[config.mk]
export PLATFORM = sky130hd
export DESIGN_NAME = tbx_exec
export DESIGN_NICKNAME = d
export VERILOG_FILES = /design/src/hw/tbx_pkg.sv /design/src/hw/tbx_exec.sv /design/src/hw/tbx_ptr_step.sv /design/src/hw/tbx_apb_slave.sv
export VERILOG_INCLUDE_DIRS = /design/src /design/src/hw
export SDC_FILE = /design/constraint.sdc
export NUM_CORES = 1
export LEC_CHECK = 0
export BUFFER_PORTS_ARGS = -buffer_cell sky130_fd_sc_hd__buf_2
export CAP_MARGIN = 20
export CORE_AREA = 2 2 142 144
export DETAILED_ROUTE_END_ITERATION = 8
export DIE_AREA = 0 0 144 146
export GPL_TIMING_DRIVEN = 0
export PLACE_DENSITY = 0.92
export REMOVE_ABC_BUFFERS = 1
export SYNTH_ARGS = -nofsm -noshare
export SYNTH_HDL_FRONTEND = slang
export SYNTH_SLANG_ARGS = --single-unit
export TNS_END_PERCENT = 30
[constraint.sdc]
create_clock -name clk_in -period 19.3 [get_ports clk_in]
set_input_delay 1.93 -clock clk_in [delete_from_list [all_inputs] [get_ports clk_in]]
set_output_delay 1.93 -clock clk_in [all_outputs]
set_load 0.005 [all_outputs]
[src/hw/tbx_cfg.svh]
`ifndef TBX_CFG_SVH
`define TBX_CFG_SVH

// Widths and sizes.
`define TBX_PTR_W        21
`define TBX_HOLD_N       8
`define TBX_ADDR_W       8

// Register offsets (byte addresses).
`define TBX_OFF_CTRL     8'h00
`define TBX_OFF_PTR      8'h04
`define TBX_OFF_LATCH    8'h08
`define TBX_OFF_BANK     8'h0C
`define TBX_OFF_WREG     8'h10
`define TBX_OFF_STAT     8'h14
`define TBX_OFF_HOLDLO   8'h18
`define TBX_OFF_HOLDHI   8'h1C

// Field positions.
`define TBX_CTRL_EXT_BIT 0
`define TBX_STAT_N_BIT   0
`define TBX_STAT_Z_BIT   1
`define TBX_STAT_BSY_BIT 2
`define TBX_A_BIT        8
`define TBX_D_BIT        9

// Reset values.
`define TBX_RST_PTR      21'h00_0000
`define TBX_RST_BYTE     8'h00
`define TBX_RST_BANK     4'h0
`define TBX_RST_EXT      1'b0

// Opcode encodings.
`define TBX_OP_TBL_HI    12'h000
`define TBX_OP_PROGRAM_MEM_READ_OP     2'h2
`define TBX_OP_PROGRAM_MEM_WRITE_OP     2'h3
`define TBX_OP_XOR_LITERAL_OP     8'h0A
`define TBX_OP_XOR_REGISTER_OP     6'h06
`define TBX_OP_TEST_ZERO_SKIP_OP    7'h33

// Operand address map.
`define TBX_ACC_LIMIT    8'h5F
`define TBX_ACC_HI_BANK  4'hF

// Timing: clock ticks per instruction cycle and the quarter index of each phase.
`define TBX_QUARTERS     4
`define TBX_Q_DECODE     2'h0
`define TBX_Q_READ       2'h1
`define TBX_Q_PROCESS    2'h2
`define TBX_Q_WRITE      2'h3

`endif

[src/hw/tbx_pkg.sv]
package tbx_pkg;

  // Execution states, one bit apart from RUN to NOP2 and from NOP2 to NOP1.
  typedef enum logic [1:0] {
    TBX_S_RUN  = 2'h0,
    TBX_S_TBL  = 2'h1,
    TBX_S_NOP1 = 2'h3,
    TBX_S_NOP2 = 2'h2
  } tbx_state_t;

  // Request towards the data register file.
  typedef struct packed {
    logic        rd;
    logic        wr;
    logic [11:0] addr;
    logic [7:0]  wdata;
  } tbx_rf_req_t;

  // Flag update towards the status register.
  typedef struct packed {
    logic we;
    logic n;
    logic z;
  } tbx_flags_t;

endpackage

[src/hw/tbx_exec.sv]
// Contract
// - A table read puts the program memory byte at the pointer into the byte latch and leaves flags alone.
// - The table pointer is 21 bits wide and addresses single bytes of a two megabyte space.
// - Pointer bit zero picks the low byte of a program word when clear and the high byte when set.
// - Table read mode 0 keeps the pointer, 1 increments after, 2 decrements after, 3 increments before.
// - A table write copies the byte latch into the holding register chosen by the low three pointer bits.
// - A table write uses the same four pointer modes as a table read.
// - A table write only loads holding registers; flash programming uses them later.
// - Test-and-skip on a zero register discards the fetched next instruction and spends two cycles.
// - If the skipped instruction has two words the test-and-skip spends three cycles.
// - Operand bit a clear selects the access bank and set selects the bank select register.
// - With a clear and the extended set on, offsets up to 95 are indexed from the frame pointer.
// - XOR literal combines the working register with an 8-bit immediate, writes it back and sets N and Z.
// - XOR with register stores to the working register when d is 0 and to the file register when d is 1.
// - XOR with register takes one cycle and changes only the N and Z flags.
`timescale 1ns/1ps
`default_nettype none
`include "tbx_cfg.svh"

module tbx_exec import tbx_pkg::*; #(
  parameter int PTR_W  = `TBX_PTR_W,
  parameter int HOLD_N = `TBX_HOLD_N
) (
  // Clock and reset.
  input  wire logic                   clk_in,
  input  wire logic                   rst_in,
  // Instruction stream from the fetch logic.
  input  wire logic [15:0]            instr_in,
  input  wire logic                   instr_valid_in,
  input  wire logic                   next_two_word_in,
  input  wire logic [11:0]            fsr2_in,
  output logic                        instr_ready_out,
  output logic                        skip_out,
  // Program memory read port.
  output logic                        pm_rd_out,
  output logic      [PTR_W-1:0]       pm_addr_out,
  input  wire logic [15:0]            pm_word_in,
  // Data register file port.
  output tbx_rf_req_t                 rf_out,
  input  wire logic [7:0]             rf_rdata_in,
  // Status and visible state.
  output tbx_flags_t                  flags_out,
  output logic      [7:0]             wreg_out,
  output logic      [7:0]             latch_out,
  output logic      [HOLD_N*8-1:0]    hold_bytes_out,
  // APB register bus.
  input  wire logic                   psel_in,
  input  wire logic                   penable_in,
  input  wire logic                   pwrite_in,
  input  wire logic [`TBX_ADDR_W-1:0] paddr_in,
  input  wire logic [31:0]            pwdata_in,
  output logic      [31:0]            prdata_out,
  output logic                        pready_out,
  output logic                        pslverr_out
);

  localparam int HIW = $clog2(HOLD_N);

  if (HOLD_N < 2 || HOLD_N > 8 || HOLD_N != (1 << HIW) || PTR_W <= HIW || PTR_W > 32) begin : g_bad_param
    $error("HOLD_N must be a power of two up to 8 and PTR_W must fit the bus");
  end

  tbx_state_t       state;
  tbx_state_t       next_state;
  logic [1:0]       q;
  logic [15:0]      ir;
  logic             act;
  logic [7:0]       opnd;
  logic [PTR_W-1:0] table_pointer;
  logic [7:0]       table_byte_latch;
  logic [3:0]       bank_select_register;
  logic             ext_en;
  logic [7:0]       hold [HOLD_N];

  logic             is_tbl;
  logic             is_tblwr;
  logic             is_xor_literal_op;
  logic             is_xor_register_op;
  logic             is_tst;
  logic             supported;
  logic [1:0]       pointer_mode_field;
  logic [7:0]       f_off;
  logic [11:0]      f_addr;
  logic [7:0]       xor_res;
  logic             wb;
  logic             tbl_end;
  logic             skip_hit;
  logic [PTR_W-1:0] acc_addr;
  logic [PTR_W-1:0] ptr_new;
  logic [7:0]       wr_sel;
  logic [31:0]      sw_data;
  logic [7:0][31:0] words;

  // Opcode decode of the held instruction word; supported decodes the incoming instr_in word.
  assign pointer_mode_field = ir[1:0];
  assign is_tbl    = (ir[15:4] == `TBX_OP_TBL_HI) && ir[3];
  assign is_tblwr  = is_tbl && (ir[3:2] == `TBX_OP_PROGRAM_MEM_WRITE_OP);
  assign is_xor_literal_op  = (ir[15:8] == `TBX_OP_XOR_LITERAL_OP);
  assign is_xor_register_op  = (ir[15:10] == `TBX_OP_XOR_REGISTER_OP);
  assign is_tst    = (ir[15:9] == `TBX_OP_TEST_ZERO_SKIP_OP);
  assign supported = ((instr_in[15:4] == `TBX_OP_TBL_HI) && instr_in[3]) || (instr_in[15:8] == `TBX_OP_XOR_LITERAL_OP)
                     || (instr_in[15:10] == `TBX_OP_XOR_REGISTER_OP) || (instr_in[15:9] == `TBX_OP_TEST_ZERO_SKIP_OP);

  // Operand address: banked, indexed or access bank.
  // bank selection
  assign f_off  = ir[7:0];
  assign f_addr = ir[`TBX_A_BIT] ? {bank_select_register, f_off}
                : (ext_en && (f_off <= `TBX_ACC_LIMIT)) ? (fsr2_in + {4'h0, f_off})
                : (f_off <= `TBX_ACC_LIMIT) ? {4'h0, f_off} : {`TBX_ACC_HI_BANK, f_off};

  // ALU result and phase strobes.
  // xor datapath
  assign xor_res  = wreg_out ^ (is_xor_literal_op ? ir[7:0] : opnd);
  assign wb       = act && (q == `TBX_Q_WRITE);
  assign tbl_end  = (state == TBX_S_TBL) && (q == `TBX_Q_WRITE);
  assign skip_hit = wb && is_tst && (opnd == 8'h00);

  tbx_ptr_step #(
    .PTR_W   (PTR_W)
  ) u_ptr (
    .ptr_in  (table_pointer),
    .mode_in (pointer_mode_field),
    .acc_out (acc_addr),
    .nxt_out (ptr_new)
  );

  // Register view for software reads.
  assign words[0] = {31'h0000_0000, ext_en};
  assign words[1] = 32'(table_pointer);
  assign words[2] = {24'h00_0000, table_byte_latch};
  assign words[3] = {28'h000_0000, bank_select_register};
  assign words[4] = {24'h00_0000, wreg_out};
  assign words[5] = {29'h0000_0000, state != TBX_S_RUN, flags_out.z, flags_out.n};
  assign words[6] = {hold[3 % HOLD_N], hold[2 % HOLD_N], hold[1], hold[0]};
  assign words[7] = {hold[7 % HOLD_N], hold[6 % HOLD_N], hold[5 % HOLD_N], hold[4 % HOLD_N]};

  tbx_apb_slave #(
    .NREG        (8)
  ) u_apb (
    .clk_in      (clk_in),
    .rst_in      (rst_in),
    .psel_in     (psel_in),
    .penable_in  (penable_in),
    .pwrite_in   (pwrite_in),
    .paddr_in    (paddr_in),
    .pwdata_in   (pwdata_in),
    .prdata_out  (prdata_out),
    .pready_out  (pready_out),
    .pslverr_out (pslverr_out),
    .words_in    (words),
    .wr_sel_out  (wr_sel),
    .wdata_out   (sw_data)
  );

  // Sequencing after the write quarter.
  // cycle counts
  always_comb begin
    next_state = state;
    case (state)
      TBX_S_RUN: begin
        if (wb && is_tbl) begin
          next_state = TBX_S_TBL;
        end else if (skip_hit) begin
          next_state = next_two_word_in ? TBX_S_NOP2 : TBX_S_NOP1;
        end
      end
      TBX_S_TBL:  next_state = TBX_S_RUN;
      TBX_S_NOP2: next_state = TBX_S_NOP1;
      TBX_S_NOP1: next_state = TBX_S_RUN;
      default:    next_state = TBX_S_RUN;
    endcase
  end

  // Quarter counter, state and fetch handshake.
  always_ff @(posedge clk_in or posedge rst_in) begin
    if (rst_in) begin
      q               <= `TBX_Q_DECODE;
      state           <= TBX_S_RUN;
      instr_ready_out <= 1'b1;
      skip_out        <= 1'b0;
    end else begin
      q        <= q + 2'h1;
      skip_out <= skip_hit;
      if (q == `TBX_Q_WRITE) begin
        state           <= next_state;
        instr_ready_out <= (next_state == TBX_S_RUN);
      end
    end
  end

  // Instruction capture in the decode quarter.
  always_ff @(posedge clk_in or posedge rst_in) begin
    if (rst_in) begin
      ir  <= 16'h0000;
      act <= 1'b0;
    end else if (q == `TBX_Q_DECODE) begin
      act <= (state == TBX_S_RUN) && instr_valid_in && supported;
      if (state == TBX_S_RUN) begin
        ir <= instr_in;
      end
    end
  end

  // Operand reads, then register file write-back in the next decode quarter.
  // destination select
  always_ff @(posedge clk_in or posedge rst_in) begin
    if (rst_in) begin
      rf_out      <= '0;
      pm_rd_out   <= 1'b0;
      pm_addr_out <= '0;
    end else begin
      case (q)
        `TBX_Q_DECODE: rf_out.wr <= 1'b0;
        `TBX_Q_READ: begin
          rf_out.rd   <= act && (is_xor_register_op || is_tst);
          rf_out.addr <= f_addr;
          pm_rd_out   <= (state == TBX_S_TBL) && !is_tblwr;
          pm_addr_out <= acc_addr;
        end
        `TBX_Q_PROCESS: begin
          rf_out.rd <= 1'b0;
          pm_rd_out <= 1'b0;
        end
        default: begin
          rf_out.wr    <= wb && is_xor_register_op && ir[`TBX_D_BIT];
          rf_out.wdata <= xor_res;
        end
      endcase
    end
  end

  // Operand capture; the pointer's bit zero picks the byte of a program word.
  // byte select
  always_ff @(posedge clk_in or posedge rst_in) begin
    if (rst_in) begin
      opnd <= 8'h00;
    end else if (q == `TBX_Q_PROCESS) begin
      if (rf_out.rd) begin
        opnd <= rf_rdata_in;
      end else if (pm_rd_out) begin
        opnd <= pm_addr_out[0] ? pm_word_in[15:8] : pm_word_in[7:0];
      end
    end
  end

  // Working register and flags; core updates win over software writes.
  // result and flags
  always_ff @(posedge clk_in or posedge rst_in) begin
    if (rst_in) begin
      wreg_out  <= `TBX_RST_BYTE;
      flags_out <= '0;
    end else begin
      flags_out.we <= wb && (is_xor_literal_op || is_xor_register_op);
      if (wb && (is_xor_literal_op || is_xor_register_op)) begin
        flags_out.n <= xor_res[7];
        flags_out.z <= (xor_res == 8'h00);
      end
      if (wb && (is_xor_literal_op || (is_xor_register_op && !ir[`TBX_D_BIT]))) begin
        wreg_out <= xor_res;
      end else if (wr_sel[4]) begin
        wreg_out <= sw_data[7:0];
      end
    end
  end

  // Table pointer, byte latch and software controls.
  // table state update
  always_ff @(posedge clk_in or posedge rst_in) begin
    if (rst_in) begin
      table_pointer        <= PTR_W'(`TBX_RST_PTR);
      table_byte_latch     <= `TBX_RST_BYTE;
      bank_select_register <= `TBX_RST_BANK;
      ext_en               <= `TBX_RST_EXT;
    end else begin
      if (tbl_end) begin
        table_pointer <= ptr_new;
      end else if (wr_sel[1]) begin
        table_pointer <= sw_data[PTR_W-1:0];
      end
      if (tbl_end && !is_tblwr) begin
        table_byte_latch <= opnd;
      end else if (wr_sel[2]) begin
        table_byte_latch <= sw_data[7:0];
      end
      if (wr_sel[3]) begin
        bank_select_register <= sw_data[3:0];
      end
      if (wr_sel[0]) begin
        ext_en <= sw_data[`TBX_CTRL_EXT_BIT];
      end
    end
  end

  assign latch_out = table_byte_latch;

  // Holding registers, one byte each.
  // holding load
  for (genvar i = 0; i < HOLD_N; i++) begin : g_hold
    always_ff @(posedge clk_in or posedge rst_in) begin
      if (rst_in) begin
        hold[i] <= `TBX_RST_BYTE;
      end else if (tbl_end && is_tblwr && (acc_addr[HIW-1:0] == HIW'(i))) begin
        hold[i] <= table_byte_latch;
      end
    end
    assign hold_bytes_out[i*8 +: 8] = hold[i];
  end
endmodule

`default_nettype wire

[src/hw/tbx_ptr_step.sv]
`timescale 1ns/1ps
`default_nettype none

module tbx_ptr_step #(
  parameter int PTR_W = 21
) (
  // Current pointer and mode.
  input  wire logic [PTR_W-1:0] ptr_in,
  input  wire logic [1:0]       mode_in,
  // Access address and updated pointer.
  output logic      [PTR_W-1:0] acc_out,
  output logic      [PTR_W-1:0] nxt_out
);

  logic [PTR_W-1:0] inc;
  logic [PTR_W-1:0] dec;

  // Both neighbours wrap inside the pointer width.
  assign inc = ptr_in + PTR_W'(1);
  assign dec = ptr_in - PTR_W'(1);

  // Mode 3 uses the incremented pointer for the access itself.
  assign acc_out = (mode_in == 2'h3) ? inc : ptr_in;
  assign nxt_out = (mode_in == 2'h0) ? ptr_in : (mode_in == 2'h2) ? dec : inc;

endmodule

`default_nettype wire

[src/hw/tbx_apb_slave.sv]
`timescale 1ns/1ps
`default_nettype none
`include "tbx_cfg.svh"

module tbx_apb_slave #(
  parameter int NREG = 8
) (
  // Clock and reset.
  input  wire logic                   clk_in,
  input  wire logic                   rst_in,
  // APB slave side.
  input  wire logic                   psel_in,
  input  wire logic                   penable_in,
  input  wire logic                   pwrite_in,
  input  wire logic [`TBX_ADDR_W-1:0] paddr_in,
  input  wire logic [31:0]            pwdata_in,
  output logic      [31:0]            prdata_out,
  output logic                        pready_out,
  output logic                        pslverr_out,
  // Register view and write strobes.
  input  wire logic [NREG-1:0][31:0]  words_in,
  output logic      [NREG-1:0]        wr_sel_out,
  output logic      [31:0]            wdata_out
);

  localparam int IW = $clog2(NREG);

  if (NREG < 2 || NREG != (1 << IW)) begin : g_bad_nreg
    $error("NREG must be a power of two of at least two");
  end

  logic          setup;
  logic          mapped;
  logic [IW-1:0] idx;
  logic          wr_fire;

  // Address decode: aligned words inside the window only.
  assign setup   = psel_in && !penable_in;
  assign idx     = paddr_in[IW+1:2];
  assign mapped  = (paddr_in[1:0] == 2'h0) && ((paddr_in >> (IW + 2)) == '0);
  assign wr_fire = psel_in && penable_in && pready_out && pwrite_in && mapped;

  // One-hot write strobe at the completing access edge.
  for (genvar i = 0; i < NREG; i++) begin : g_sel
    assign wr_sel_out[i] = wr_fire && (idx == IW'(i));
  end
  assign wdata_out = pwdata_in;

  // Ready, error and read data are prepared in the setup cycle.
  always_ff @(posedge clk_in or posedge rst_in) begin
    if (rst_in) begin
      pready_out  <= 1'b0;
      pslverr_out <= 1'b0;
      prdata_out  <= 32'h0000_0000;
    end else begin
      pready_out  <= setup;
      pslverr_out <= setup && !mapped;
      if (setup) begin
        prdata_out <= (mapped && !pwrite_in) ? words_in[idx] : 32'h0000_0000;
      end
    end
  end

endmodule

`default_nettype wire

==> metrics <==
commonest non-fill, non-tap cells in the layout=250 x buf_2, 217 x dfrtp_1, 106 x nor2_1; Leakage Power=6.655 nW; IO Port Bufs=250; Max stage delay on crit path=0.80 ns; RePlAce Congestion=around 0.93; global-route wire length before repair=approximately 52000 microns; syn_area_per_cell=10.02 sq um; crit-path leading delay family=simple AND/OR/NAND/NOR gates; Pre-Repair DR Iteration Count=5; max cap viols=0; GR Util All Layers=31.31%; total grt overflow=0; dpl hpwl=23350 microns; Buffers & Inverters on Critical Path=1; final hold viol count=0; # DRC=0; via count=between 10000 and 15000; Post-Route WL=around 34000 microns; clock transition at the registers of the reported paths=0.06 ns; crit start category=primary input; largest net degree at the start of global routing=112; CTS buffer count=23; largest cells by area after synthesis=dfrtp_1 48%, mux2_2 9.5%, mux2i_1 4.6%; Post-synth top flop=dfrtp_1; clock root buffer=clkbuf_16; CP Data Arrival Time=4.17 ns; Distinct cells, synth=between 60 and 70; Layout Nets=about 1500; pwr dens=77.62 nW/um^2; setup violators final=0; Core ar.=19330 sq um; max-slew violation count=0; crit-path cells=buf_2, nand2b_1, nor3_1, nand2_1, o21ai_0; CTS Hold Buffers Added=0; Seq/Total Area, Yosys=48.09%; die area=roughly 21000 sq um; # rows=51; critical-path maximum fanout=23; Final Util=between 70% and 80%; VDD IR-drop max=0.06243 mV; CTS tree=built; Initial Utilization=58.69%; Worst Path Required=~20 ns; Synth area leader=dfrtp_1; share of post-route cells with drive strength above 1=between 30 and 40%; Max H-tree Level=1; Clock Latency Late Sink=0.53 ns; ANT nets after route=0; Avg Vias per Cell=between 6 and 7; initial antenna violation count=1; register bit total from synthesis=218; die width=144 microns; outcome=finished, final reports clean; Tmin final=around 3.7 ns; area grow syn2layout=19.64%; mapped cell area=11350 sq um; Slew @ Worst Pin=between 1 and 1.5 ns; post-synthesis async set-or-reset flop share=100.0%; Critical Path Sink Type=flip-flop; post-cts sizing count=0; Slew HR=a little under a third; critical path's slowest cell=nor3_1; vias in the first global route=9779; 1st-iter DRT viols=roughly 1200; number of synthesized flops with an enable pin=0; CTS Sinks=218; Power Total=0.001054 W; per-cell routed wire length=20.69 microns; RSZ-0062 raised after global routing=no; Die H=146 microns; worst-case clock buffer depth=3; Yosys top cell area share=between 40% and 50%; Fin Setup TNS=0 ns; setup bufs post-CTS=0; Syn Inst Count=between 1000 and 1500; most common cell after layout, fill and taps aside=buf_2; Hold Crit Class=flip-flop to flip-flop; Critical Setup Path Class=primary input to flip-flop; I/O Pins=between 200 and 300; clock skew=0.02071 ns; final worst path period share=between 10% and 20%; Ys Warns=0; Max Clock Freq=around 0.27 GHz
[routing by layer]
metal / global-route usage (%) / up-vias / wire, microns
li1: - / 4478 / -
met1: 39.11 / 4897 / 12380
met2: 52.31 / 604 / 16270
met3: 6.088 / 124 / 3175
met4: 14.56 / 0 / 1678
met5: 0 / - / 0
[synthesized netlist by cell type, drive strengths merged, types with 7 or more instances]
cell and number:
dfrtp 217, nor2 109, nand2 105, mux2 96, a21oi 85, o21ai 81, clkbuf 59, mux2i 52
nand3 36, inv 24, xnor2 24, a22oi 23, buf 22, a22o 18, ha 14, xor2 13
nor3 12, nand4 11, a31oi 10, nor4 10, o22ai 9, or3 9, and2 7
[flip-flops by register name (all words and copies together) (netlist names), 2 cells and up]
register and flops:
u_apb.prdata_out 32, pm_addr_out 21, q 2, ir 16
latch_out 8, flags_out 3, rf_out 22, wreg_out 8
table_pointer 21, opnd 8, bank_select_register 4, state 2
hold_bytes_out 64
[logic make-up after synthesis]
kind of cell / after synthesis / share of synthesized area [%]
compound gates: 267 / 14.32
xor+xnor: 37 / 2.856
fa+ha+maj: 15 / 1.720
buf+inv: 105 / 3.914
flops: 218 / 48.09
mux: 152 / 14.91
simple gates: 339 / 14.19
[power breakdown]
part | internal, W | total [W] | leakage, nW | switching, W
Clock | 0.000297 | 0.000485 | 0.416 | 0.000188
Sequential | 0.000467 | 0.000481 | 2.71 | 0.0000144
Combinational | 0.0000369 | 0.0000878 | 3.52 | 0.0000508
[per-stage QoR]
step	hold WS, ns	std cells	instance area [sq um]	setup slack, ns
2_1_floorplan	0.4648	1052	10990	11.41
3_3_place_gp	0.4572	1567	12580	9.223
3_5_place_dp	0.4648	1574	12700	14.86
4_1_cts	0.4787	1616	13540	15.28
5_1_grt	0.5020	1619	13580	15.36
6_report	0.4760	1619	13580	15.57
[worst min-delay path: cells and delay by family (launching register included)]
| kind | cells | cell delay [ns] |
|---|---|---|
| compound gates | 1 | 0.06 |
| flops | 1 | 0.34 |
| simple gates | 1 | 0.04 |
[final timing paths]
kind                                         to  slack (ns)  cells after the start                  from
max                        u_apb.prdata_out[26]       15.57                      5            penable_in
min                        u_apb.prdata_out[22]        0.48                      2  u_apb.prdata_out[22]
max reg2reg                   hold_bytes_out[8]       16.12                      7                  q[1]
min reg2reg                u_apb.prdata_out[22]        0.48                      2  u_apb.prdata_out[22]
max in group asynchronous     table_pointer[18]       16.73                      3                rst_in
min in group asynchronous             rf_out[8]        1.57                      2                rst_in
[final cells by class]
cell class | instances | area [sq um]
fill | 1302 | 5759
multi-input combinational | 810 | 5459
sequential | 218 | 5456
timing repair buffer | 259 | 1394
clock buffer | 32 | 669.4
tap | 265 | 331.6
clock inverter | 10 | 165.2
inverter | 24 | 97.59
antenna | 1 | 2.502
No activity file was read; power rests on OpenSTA's default activity.
